**src/nio_pkg.sv**
```systemverilog
// Package for the nibble I/O expander: opcodes, port codes, reset values.
// Assumes a single 200 MHz system clock in the enclosing design.
package nio_pkg;

	localparam int NIO_NIB_W = 4;
	localparam int NIO_NUM_PORTS = 4;

	// Operation codes in the upper two bits of the first nibble
	typedef enum logic [1:0] {
		NIO_OP_READ = 2'b00,
		NIO_OP_DIRECT = 2'b01,
		NIO_OP_OR = 2'b10,
		NIO_OP_AND = 2'b11
	} nio_op_t;

	// Field positions in the first nibble
	localparam int NIO_OP_MSB = 3;
	localparam int NIO_OP_LSB = 2;
	localparam int NIO_ADDR_MSB = 1;
	localparam int NIO_ADDR_LSB = 0;

	// Reset values
	localparam logic [3:0] NIO_LATCH_RST = 4'h0;
	localparam logic [1:0] NIO_ADDR_RST = 2'h0;

	// Transfer phase machine
	typedef enum logic [1:0] {
		NIO_ST_POWERON = 2'b00,
		NIO_ST_IDLE = 2'b01,
		NIO_ST_DATA = 2'b10
	} nio_state_t;

endpackage

```
**src/nio_sync.sv**
```systemverilog
// Two-stage synchroniser for a group of pin inputs.
// Assumes the inputs are asynchronous to i_clk.
`timescale 1ns/1ps
module nio_sync #(
	parameter int W = 1
) (
	// Clock and reset
	input wire logic i_clk,
	input wire logic i_nrst,
	// Pins in, synchronised out
	input wire logic [W-1:0] i_async,
	input wire logic [W-1:0] i_rst_val,
	output logic [W-1:0] o_sync
);
	logic [W-1:0] meta_q;
	logic [W-1:0] sync_q;

	// First stage feeds only the second stage; bits are held relative to
	// i_rst_val so a zero reset leaves each output at its own idle level
	always_ff @(posedge i_clk or negedge i_nrst) begin
		if (!i_nrst) begin
			meta_q <= '0;
			sync_q <= '0;
		end else begin
			meta_q <= i_async ^ i_rst_val;
			sync_q <= meta_q;
		end
	end

	assign o_sync = sync_q ^ i_rst_val;
endmodule

```
**src/nio_port.sv**
```systemverilog
// One expansion port: output latch, write combiner and drive enable.
// Assumes load strobes are one-cycle pulses on i_clk.
`timescale 1ns/1ps
module nio_port
	import nio_pkg::*;
(
	// Clock and reset
	input wire logic i_clk,
	input wire logic i_nrst,
	// Control from the transfer engine
	input wire logic i_wr,
	input wire logic i_rd,
	input wire nio_op_t i_op,
	input wire logic [3:0] i_data,
	// Port state
	output logic [3:0] o_latch,
	output logic o_oe
);
	logic [3:0] latch_q;
	logic [3:0] latch_d;
	logic oe_q;

	// direct replace, OR merge, AND merge
	assign latch_d = (i_op == NIO_OP_OR) ? (latch_q | i_data) :
		(i_op == NIO_OP_AND) ? (latch_q & i_data) : i_data;

	// drive latch after write until read; read floats the port
	always_ff @(posedge i_clk or negedge i_nrst) begin
		if (!i_nrst) begin
			latch_q <= NIO_LATCH_RST;
			oe_q <= 1'b0;
		end else if (i_wr) begin
			latch_q <= latch_d;
			oe_q <= 1'b1;
		end else if (i_rd) begin
			oe_q <= 1'b0;
		end
	end

	assign o_latch = latch_q;
	assign o_oe = oe_q;

	a_port_write_drive: assert property (
		@(posedge i_clk) disable iff (!i_nrst)
		i_wr |=> (o_oe && o_latch == $past(latch_d)))
		else $error("port latch not loaded on write");
	a_port_or_merge: assert property (
		@(posedge i_clk) disable iff (!i_nrst)
		(i_wr && i_op == NIO_OP_OR) |=>
		((o_latch & $past(latch_q)) == $past(latch_q)))
		else $error("or write lost a set bit");
	a_port_and_merge: assert property (
		@(posedge i_clk) disable iff (!i_nrst)
		(i_wr && i_op == NIO_OP_AND) |=>
		((o_latch & ~$past(latch_q)) == 4'h0))
		else $error("and write set a clear bit");
	a_port_read_float: assert property (
		@(posedge i_clk) disable iff (!i_nrst)
		(i_rd && !i_wr) |=> !o_oe)
		else $error("port still driven after read");
endmodule

```
**src/nio_expander.sv**
```systemverilog
// Nibble I/O expander: four 4-bit ports behind a strobed nibble bus.
// Assumes strobe, select and pins are asynchronous and far slower than
// i_clk; edges are found after a two-flop synchroniser.
// Function
// - A transfer is an opcode/address nibble then a data nibble.
// - Strobe falling edge latches opcode and port address.
// - Upper bits: 00 read, 01 direct, 10 OR, 11 AND write.
// - Lower bits select port a, b, c or d.
// - Write data is taken at the strobe rising edge.
// - Read drives the selected port input onto the bus before rising edge.
// - Decoded read floats the selected port and enables its input.
// - Rising edge ends read; bus back to input, port stays floating.
// - Direct write replaces the port latch.
// - OR-write latches new data OR old latch.
// - AND-write latches new data AND old latch.
// - After a write the port drives its latch until a read of that port.
// - Chip select high freezes port outputs and state; bus output enable drops.
// - At power-up ports float and bus is input.
// - Stay in power-on state until the first strobe falling edge.
`timescale 1ns/1ps
module nio_expander
	import nio_pkg::*;
(
	// Clock and reset
	input wire logic i_clk,
	input wire logic i_nrst,
	// Host side
	input wire logic i_transfer_strobe,
	input wire logic i_chip_sel_n,
	input wire logic [3:0] i_host_nibble_bus,
	output logic [3:0] o_host_nibble_bus,
	output logic o_host_nibble_bus_oe,
	// Expansion port a
	input wire logic [3:0] i_expansion_port_a,
	output logic [3:0] o_expansion_port_a,
	output logic o_expansion_port_a_oe,
	// Expansion port b
	input wire logic [3:0] i_expansion_port_b,
	output logic [3:0] o_expansion_port_b,
	output logic o_expansion_port_b_oe,
	// Expansion port c
	input wire logic [3:0] i_expansion_port_c,
	output logic [3:0] o_expansion_port_c,
	output logic o_expansion_port_c_oe,
	// Expansion port d
	input wire logic [3:0] i_expansion_port_d,
	output logic [3:0] o_expansion_port_d,
	output logic o_expansion_port_d_oe
);
	localparam int SW = 2 + 4 + 16;

	// ==========================================================
	// Input synchronisers
	// ==========================================================
	logic [SW-1:0] sync_out;
	logic strobe_s;
	logic csn_s;
	logic [3:0] bus_s;
	logic [15:0] pins_s;

	// Select resets inactive; strobe resets low so a pin high at release
	// only gives a rise, which the power-on state ignores
	nio_sync #(.W(SW)) u_sync (
		.i_clk(i_clk),
		.i_nrst(i_nrst),
		.i_async({i_transfer_strobe, i_chip_sel_n, i_host_nibble_bus,
			i_expansion_port_d, i_expansion_port_c,
			i_expansion_port_b, i_expansion_port_a}),
		.i_rst_val({2'b01, 20'h0}),
		.o_sync(sync_out)
	);
	// Synchroniser output is the pin level; only its reset value differs
	assign strobe_s = sync_out[21];
	assign csn_s = sync_out[20];
	assign bus_s = sync_out[19:16];
	assign pins_s = sync_out[15:0];

	// ==========================================================
	// Edge detection and transfer state
	// ==========================================================
	logic strobe_q;
	logic fall;
	logic rise;
	nio_state_t state_q;
	nio_state_t state_d;
	nio_op_t op_q;
	logic [1:0] addr_q;
	logic [3:0] rd_data_q;
	logic [3:0] port_wr;
	logic [3:0] port_rd;
	logic [3:0] sel_dec;
	logic [3:0] sel_pin;
	logic [3:0] sel_latch;
	logic [3:0] latch [4];
	logic [3:0] oe;
	logic sel;

	assign sel = ~csn_s;
	assign fall = sel && strobe_q && !strobe_s;
	assign rise = sel && !strobe_q && strobe_s;

	// Strobe history tracks even when deselected so reselection is clean
	// Resets low: a strobe low at power-up makes no false fall
	always_ff @(posedge i_clk or negedge i_nrst) begin
		if (!i_nrst) begin
			strobe_q <= 1'b0;
		end else begin
			strobe_q <= strobe_s;
		end
	end

	// Power-on state left only on a falling edge; two phases
	always_comb begin
		state_d = state_q;
		case (state_q)
			NIO_ST_POWERON: begin
				if (fall) state_d = NIO_ST_DATA;
			end
			NIO_ST_IDLE: begin
				if (fall) state_d = NIO_ST_DATA;
			end
			NIO_ST_DATA: begin
				if (rise) state_d = NIO_ST_IDLE;
				else if (fall) state_d = NIO_ST_DATA;
			end
			default: state_d = NIO_ST_POWERON;
		endcase
	end

	// Latch opcode and address on falling edge; fields
	always_ff @(posedge i_clk or negedge i_nrst) begin
		if (!i_nrst) begin
			state_q <= NIO_ST_POWERON;
			op_q <= NIO_OP_READ;
			addr_q <= NIO_ADDR_RST;
		end else begin
			state_q <= state_d;
			if (fall) begin
				op_q <= nio_op_t'(bus_s[NIO_OP_MSB:NIO_OP_LSB]);
				addr_q <= bus_s[NIO_ADDR_MSB:NIO_ADDR_LSB];
			end
		end
	end

	// ==========================================================
	// Port decode and per-port latches
	// ==========================================================
	// One-hot port select from the latched address
	assign sel_dec = 4'h1 << addr_q;
	// Write data taken from the bus at the rising edge
	assign port_wr = (state_q == NIO_ST_DATA && rise && op_q != NIO_OP_READ)
		? sel_dec : 4'h0;
	// Read floats the selected port as soon as it is decoded
	// gated by select so a deselected read changes nothing
	assign port_rd = (state_q == NIO_ST_DATA && op_q == NIO_OP_READ &&
		sel) ? sel_dec : 4'h0;
	// Latch of the addressed port, watched by the write checks
	assign sel_latch = latch[addr_q];

	genvar g;
	generate
		for (g = 0; g < 4; g++) begin : g_port
			nio_port u_port (
				.i_clk(i_clk),
				.i_nrst(i_nrst),
				.i_wr(port_wr[g]),
				.i_rd(port_rd[g]),
				.i_op(op_q),
				.i_data(bus_s),
				.o_latch(latch[g]),
				.o_oe(oe[g])
			);
		end
	endgenerate

	// ==========================================================
	// Read data path
	// ==========================================================
	// Selected port pins chosen for the bus
	assign sel_pin = pins_s[addr_q*4 +: 4];

	// Sample continuously during the read so the bus settles early
	always_ff @(posedge i_clk or negedge i_nrst) begin
		if (!i_nrst) begin
			rd_data_q <= NIO_LATCH_RST;
		end else if (|port_rd) begin
			rd_data_q <= sel_pin;
		end
	end

	// ==========================================================
	// Outputs
	// ==========================================================
	// Bus driven only in a selected read data phase
	assign o_host_nibble_bus_oe = (state_q == NIO_ST_DATA) &&
		(op_q == NIO_OP_READ) && sel;
	assign o_host_nibble_bus = rd_data_q;
	// Ports float from reset because every port enable resets low
	assign o_expansion_port_a = latch[0];
	assign o_expansion_port_a_oe = oe[0];
	assign o_expansion_port_b = latch[1];
	assign o_expansion_port_b_oe = oe[1];
	assign o_expansion_port_c = latch[2];
	assign o_expansion_port_c_oe = oe[2];
	assign o_expansion_port_d = latch[3];
	assign o_expansion_port_d_oe = oe[3];

	// ==========================================================
	// Checks
	// ==========================================================
	// All checks watch synchronised signals, so pin skew stays out of them
	// Quiet in power-on
	a_poweron_quiet: assert property (
		@(posedge i_clk) disable iff (!i_nrst)
		(state_q == NIO_ST_POWERON) |->
		(oe == 4'h0 && !o_host_nibble_bus_oe))
		else $error("driving in power-on state");
	a_poweron_exit: assert property (
		@(posedge i_clk) disable iff (!i_nrst)
		(state_q == NIO_ST_POWERON && !fall) |=>
		(state_q == NIO_ST_POWERON))
		else $error("left power-on without falling edge");
	a_desel_freeze: assert property (
		@(posedge i_clk) disable iff (!i_nrst)
		csn_s |=> ($stable(oe) && $stable(state_q) &&
		$stable(op_q) && $stable(rd_data_q)))
		else $error("state changed while deselected");
	a_desel_ports: assert property (
		@(posedge i_clk) disable iff (!i_nrst)
		csn_s |=> ($stable(o_expansion_port_a) &&
		$stable(o_expansion_port_b) && $stable(o_expansion_port_c) &&
		$stable(o_expansion_port_d)))
		else $error("port output changed while deselected");
	a_fall_capture: assert property (
		@(posedge i_clk) disable iff (!i_nrst)
		fall |=> (op_q == $past(bus_s[3:2]) &&
		addr_q == $past(bus_s[1:0])))
		else $error("opcode not captured at falling edge");
	a_read_no_write: assert property (
		@(posedge i_clk) disable iff (!i_nrst)
		(op_q == NIO_OP_READ) |-> (port_wr == 4'h0))
		else $error("read opcode wrote a port");
	a_one_port: assert property (
		@(posedge i_clk) disable iff (!i_nrst)
		$onehot0(port_wr | port_rd))
		else $error("more than one port selected");
	a_read_bus_drive: assert property (
		@(posedge i_clk) disable iff (!i_nrst)
		(fall && bus_s[3:2] == 2'b00) |=> ##1 (o_host_nibble_bus_oe &&
		o_host_nibble_bus == $past(sel_pin)))
		else $error("read data not on bus");
	a_rise_release: assert property (
		@(posedge i_clk) disable iff (!i_nrst)
		rise |=> !o_host_nibble_bus_oe)
		else $error("bus still driven after read end");
	a_read_end_float: assert property (
		@(posedge i_clk) disable iff (!i_nrst)
		(rise && |port_rd) |=> ((oe & $past(port_rd)) == 4'h0))
		else $error("read port driven after read end");
	a_read_floats: assert property (
		@(posedge i_clk) disable iff (!i_nrst)
		(fall && bus_s[3:2] == 2'b00) |=> ##1 (oe[addr_q] == 1'b0))
		else $error("read port still driven");
	a_bus_only_read: assert property (
		@(posedge i_clk) disable iff (!i_nrst)
		o_host_nibble_bus_oe |-> (op_q == NIO_OP_READ))
		else $error("bus driven outside read");
	a_write_port: assert property (
		@(posedge i_clk) disable iff (!i_nrst)
		(|port_wr) |=> (oe & $past(port_wr)) == $past(port_wr))
		else $error("written port not driving");
	a_direct_write: assert property (
		@(posedge i_clk) disable iff (!i_nrst)
		(|port_wr && op_q == NIO_OP_DIRECT) |=>
		(sel_latch == $past(bus_s)))
		else $error("direct write value wrong");
	a_or_write: assert property (
		@(posedge i_clk) disable iff (!i_nrst)
		(|port_wr && op_q == NIO_OP_OR) |=>
		(sel_latch == ($past(sel_latch) | $past(bus_s))))
		else $error("or write value wrong");
	a_and_write: assert property (
		@(posedge i_clk) disable iff (!i_nrst)
		(|port_wr && op_q == NIO_OP_AND) |=>
		(sel_latch == ($past(sel_latch) & $past(bus_s))))
		else $error("and write value wrong");
endmodule

```
**config.mk**
```make
export PLATFORM = sky130hd
export DESIGN_NAME = nio_expander
export DESIGN_NICKNAME = d
export VERILOG_FILES = /design/src/nio_pkg.sv /design/src/nio_sync.sv /design/src/nio_port.sv /design/src/nio_expander.sv
export SDC_FILE = /design/constraint.sdc
export NUM_CORES = 1
export LEC_CHECK = 0
export ABC_AREA = 1
export BUFFER_PORTS_ARGS = -buffer_cell sky130_fd_sc_hd__buf_2
export CAP_MARGIN = 20
export CORE_AREA = 2 2 75 77
export DETAILED_ROUTE_END_ITERATION = 8
export DIE_AREA = 0 0 77 79
export GPL_TIMING_DRIVEN = 0
export HOLD_SLACK_MARGIN = 0.06
export PLACE_DENSITY = 0.76
export SYNTH_ARGS = -nofsm -noshare
export SYNTH_HDL_FRONTEND = slang
export SYNTH_SLANG_ARGS = --single-unit
```
**constraint.sdc**
```tcl
create_clock -name i_clk -period 1.6 [get_ports i_clk]
set_clock_uncertainty 0.15 [all_clocks]
set_input_delay 0.16 -clock i_clk [delete_from_list [all_inputs] [get_ports i_clk]]
set_output_delay 0.16 -clock i_clk [all_outputs]
set_load 0.005 [all_outputs]
```
After elaboration in Yosys (flattened, before gate mapping)
Index checks and enable logic that the tools add are counted.
{"block": "classes", "n_reduce_logical": 19, "div": 0, "eq_ne": 4, "addsub": 0, "magnitude_cmp": 0, "bitwise_logic": 9, "muxes": 21, "shifts": 2, "n_mul": 0}
{"op": "$mux 4", "n": 10}
{"op": "$and 4x4->4", "n": 4}
{"op": "$or 4x4->4", "n": 4}
{"op": "$shiftx 16x5->4", "n": 1}
{"op": "$reduce_bool 2->1", "n": 5}
{"op": "$logic_and 1x1->1", "n": 8}
{"op": "$mux 1", "n": 8}
{"op": "$eq 2x2->1 const B", "n": 3}
{"op": "$logic_not 2->1", "n": 2}
{"op": "$mux 2", "n": 2}
{"op": "$pmux 2 s2", "n": 1}
{"op": "$reduce_or 4->1", "n": 1}
{"op": "$shl 1x2->4 const A", "n": 1}
{"op": "$eq 2x1->1 const B", "n": 1}
{"op": "$logic_not 1->1", "n": 2}
{"op": "$reduce_or 2->1", "n": 1}
{"op": "$not 1->1", "n": 1}
{"block": "word_totals", "ramBits": 0, "out_inout_bits": 25, "romBits": 0, "elab_cells": 70, "latchBits": 0, "memories": 0, "reg_bits": 75}

Longest topological paths before layout
{"block": "logic_depth", "word_depth": 7, "ltp_mapped": 8, "mapped_depth_nobuf": 7}

Modules after synthesis
A second synthesis with hierarchy kept.
{"block": "unflattened", "cells_unflattened": 497, "area_unflattened_um2": 3641.0}
{"module": "nio_sync", "cells_each": 242, "seq_area_each_um2": 1101.1, "instances": 1, "area_each_um2": 1844.3}
{"module": "nio_port", "cells_each": 38, "seq_area_each_um2": 125.1, "instances": 4, "area_each_um2": 272.8}
{"module": "nio_expander", "cells_each": 103, "seq_area_each_um2": 275.3, "instances": 1, "area_each_um2": 705.7}

Least setup slack after synthesis
OpenSTA, ideal clock, no wires.
{"block": "synth_path", "path_type": "flip-flop to flip-flop", "start": "reg addr_q[0]", "end": "reg g_port[3].u_port.latch_q[0]", "path_buffers": 1, "setup_time_ps": 117, "stages_incl_launch_ff": 7, "required_time_ps": 1333, "arrival_ps": 955, "setup_slack_ps": 378, "cell_sequence": "dfrtp_1 -> buf_4 -> nand2_1 -> inv_1 -> nand4_1 -> nand2_1 -> nand2_1"}
{"block": "synth_between", "elab_chain_cells": 2}
{"element": "start: declaration", "line_no": "nio_expander.sv:87", "text": "logic [1:0] addr_q;"}
{"element": "start signal: assignment", "line_no": "nio_expander.sv:140", "text": "addr_q <= bus_s[NIO_ADDR_MSB:NIO_ADDR_LSB];"}
{"element": "$shl 1x2->4", "line_no": "nio_expander.sv:149", "text": "assign sel_dec = 4'h1 << addr_q;"}
{"element": "$mux 4", "line_no": "nio_expander.sv:152", "text": "? sel_dec : 4'h0;"}
{"element": "end signal: assignment", "line_no": "nio_port.sv:33", "text": "latch_q <= latch_d;"}
{"element": "end: declaration", "line_no": "nio_port.sv:19", "text": "logic [3:0] latch_q;"}
No other way between the ends.
A chain may end at the register's enable or synchronous reset.

Worst setup path in the final report
{"block": "layout_path", "start": "reg op_q[0]", "end": "out o_host_nibble_bus_oe"}
{"block": "layout_between", "elab_chain_cells": 3}
{"element": "start: declaration", "line_no": "nio_expander.sv:86", "text": "nio_op_t op_q;"}
{"element": "start signal: assignment", "line_no": "nio_expander.sv:139", "text": "op_q <= nio_op_t'(bus_s[NIO_OP_MSB:NIO_OP_LSB]);"}
{"element": "$logic_not 2->1", "line_no": "nio_expander.sv:196", "text": "(op_q == NIO_OP_READ) && sel;"}
{"element": "$logic_and 1x1->1", "line_no": "nio_expander.sv:195", "text": "assign o_host_nibble_bus_oe = (state_q == NIO_ST_DATA) &&"}
{"element": "$logic_and 1x1->1", "line_no": "nio_expander.sv:196"}
{"element": "end: declaration", "line_no": "nio_expander.sv:32", "text": "output logic o_host_nibble_bus_oe,"}
No other way between the ends.

==> impl_metrics.tcl <==
set metrics [dict create \
    tightestPinTransition_ps 898 \
    path_delay_family "flip-flops" \
    status "finished, final reports clean" \
    area_growth_pct 30.2 \
    post-place-cells 414 \
    path_cells "nor2_2, nand3_4, inv_4, buf_2" \
    yosysUniqueCellTypes 12 \
    yosys_warnings 0 \
    synth_area_sq_um 2780 \
    cts-root-buf "clkbuf_8" \
    setup_viol 0 \
    grt-ovfl-total 0 \
    total_power_mw 4.93 \
    cp_slowest_stage_delay_ps 420 \
    drc 0 \
    avgSynthCellArea_sq_um 9.46 \
    drv_cap 0 \
    viasPerCell 4.53 \
    leakage_nw 2.04 \
    numPortBuffers 48 \
    hold_violations 0 \
    rsz0062_at_grt "no" \
    crit_type "flip-flop to output pin" \
    arrival_ps 1230 \
    vias 2066 \
    slowest_stage "dfrtp_1" \
    layoutNonFillerInstCount 456 \
    ir_drop_mv 0.799 \
    dieArea_sq_um 6080 \
    fin_util_pct 67.8 \
    drt_first_pass_iters 4 \
    cts_buffers 9 \
    ant_nets 0 \
    yosys_register_bits 75 \
    clockBufferDepth 2 \
    slew-limit-headroom_pct 40.2 \
    initial_core_util_pct 52.1 \
    wl_per_cell_um 11.8 \
    drive_gt1_share_pct 20.3 \
    critPathLaunchType "flip-flop" \
    seq_area_frac_synth_pct 67.5 \
    hpwl_um 3460 \
    htreeDepth 3 \
    drt-total-wl_um 5390 \
    syn_inst 294 \
    fp.dieH_um 79 \
    gp_congestion 0.881 \
    clk_pin_slew_ps 70 \
    clock-sinks 75 \
    first_global_vias 2198 \
    tritoncts "done" \
    antenna_found_initial 0 \
    worstPathRequired_ps 1290 \
    clock_latency_ps 340 \
    hp-class "flip-flop to flip-flop" \
    crit_fanout 5 \
    p_per_area_nw_per_um2 1360 \
    final_nets 403 \
    coreArea_sq_um 5340 \
    grt_pass1_wl_um 9390 \
    slew_violations 0 \
    fmax_mhz 649 \
    die_w_um 77 \
    io_pins 49 \
    worst_setup_path_end_kind "output pin" \
    antenna_cells 0 \
    worstPathBufferInverterCount 2 \
    grt.total_usage_pct 20.4 \
    drtIter0Drc 134 \
    timing.final.crit_share_pct 96.3 \
    rows 27 \
    synth_nets 318 \
    post-route-min-period_ps 1540 \
    grt_max_degree 76 \
]
metrics by stage:
step	TNS (ps)	worst slack (ps)	area [sq um]	hold WS [ps]
6_report	0	59.0	3620	190
5_1_grt	0	0.415	3620	208
4_1_cts	0	2.63	3610	195
3_5_place_dp	0	130	3110	119
3_3_place_gp	-12020	-164	3110	118
2_1_floorplan	0	378	2780	-286
metal layers:
metal	track usage (%)	part of all wire, %
met1	23.1	42
met2	33.8	51
met3	5.00	4.7
met4	15.0	2.2
met5	0	0
final cells by class:
cell class / count / area (sq um)
clock inverters: 4 / 97.6
repair buffers: 74 / 495
well taps: 72 / 90.1
clock buffers: 12 / 145
flip-flops and latches: 75 / 1880
multi-input cells: 171 / 729
inverters: 47 / 179
plain buffers: 1 / 7.51
fillers: 429 / 1720
report_power, final:
group	internal, mW	switching [mW]	total [mW]
Clock	1.08	0.646	1.73
Sequential	2.15	0.147	2.30
Combinational	0.381	0.529	0.910
Total	3.61	1.32	4.93
path summary, 6_finish.rpt:
check / startpoint / slack [ps] / endpoint / cells past startpoint
worst max register to register: addr_q[0] / 140 / g_port[1].u_port.o_latch[2] / 6
worst max-delay path: op_q[0] / 60 / o_host_nibble_bus_oe / 4
worst min-delay path: u_sync.meta_q[17] / 190 / u_sync.sync_q[17] / 0
max in group asynchronous: i_nrst / 380 / u_sync.sync_q[16] / 2
min in group asynchronous: i_nrst / 340 / u_sync.meta_q[3] / 2
worst min register to register: u_sync.meta_q[17] / 190 / u_sync.sync_q[17] / 0
cell usage in the layout (no fill, tap or decap), drive strengths merged:
master,count
nand2,139
dfrtp,75
buf,52
inv,47
dlygate4sd3,23
clkbuf,12
o21ai,10
nor2,10
nand3,7
nand4,4
bufinv,3
nand3b,1
clkinvlp,1
cells by family after synthesis:
group | synth area share, %
AND/OR/NAND/NOR | 24.1
buffers and inverters | 6.62
flip-flops | 67.5
AO/OA/AOI/OAI | 1.80
registers in the layout, summed over array words and instances (netlist names):
signal and cells:
u_sync.meta_q 22, o_host_nibble_bus 4, op_q 2, g_port.u_port.o_latch 16
strobe_q 1, g_port.u_port.o_oe 4, state_q 2, u_sync.sync_q 22
addr_q 2
cell usage after synthesis:
library cell	number	area [sq um]
nand2_1	139	522
dfrtp_1	75	1880
inv_1	47	176
o21ai_0	10	50.1
nand3_1	5	25.0
nand4_1	4	25.0
nor2_2	4	25.0
nor2_1	3	11.3
nor2_4	3	33.8
nand3_2	2	20.0
buf_4	1	7.51
nand3b_1	1	7.51
repair_timing:
action | in CTS | in global routing
setup buffers | 2 | 1
pin swaps | 2 | 4
hold endpoints to repair | 97 | 0
gates resized for setup | 4 | 1
endpoints found under the setup margin | 1 | 6
hold buffers | 23 | 0
Note: power is estimated with default switching activity, not from simulation.
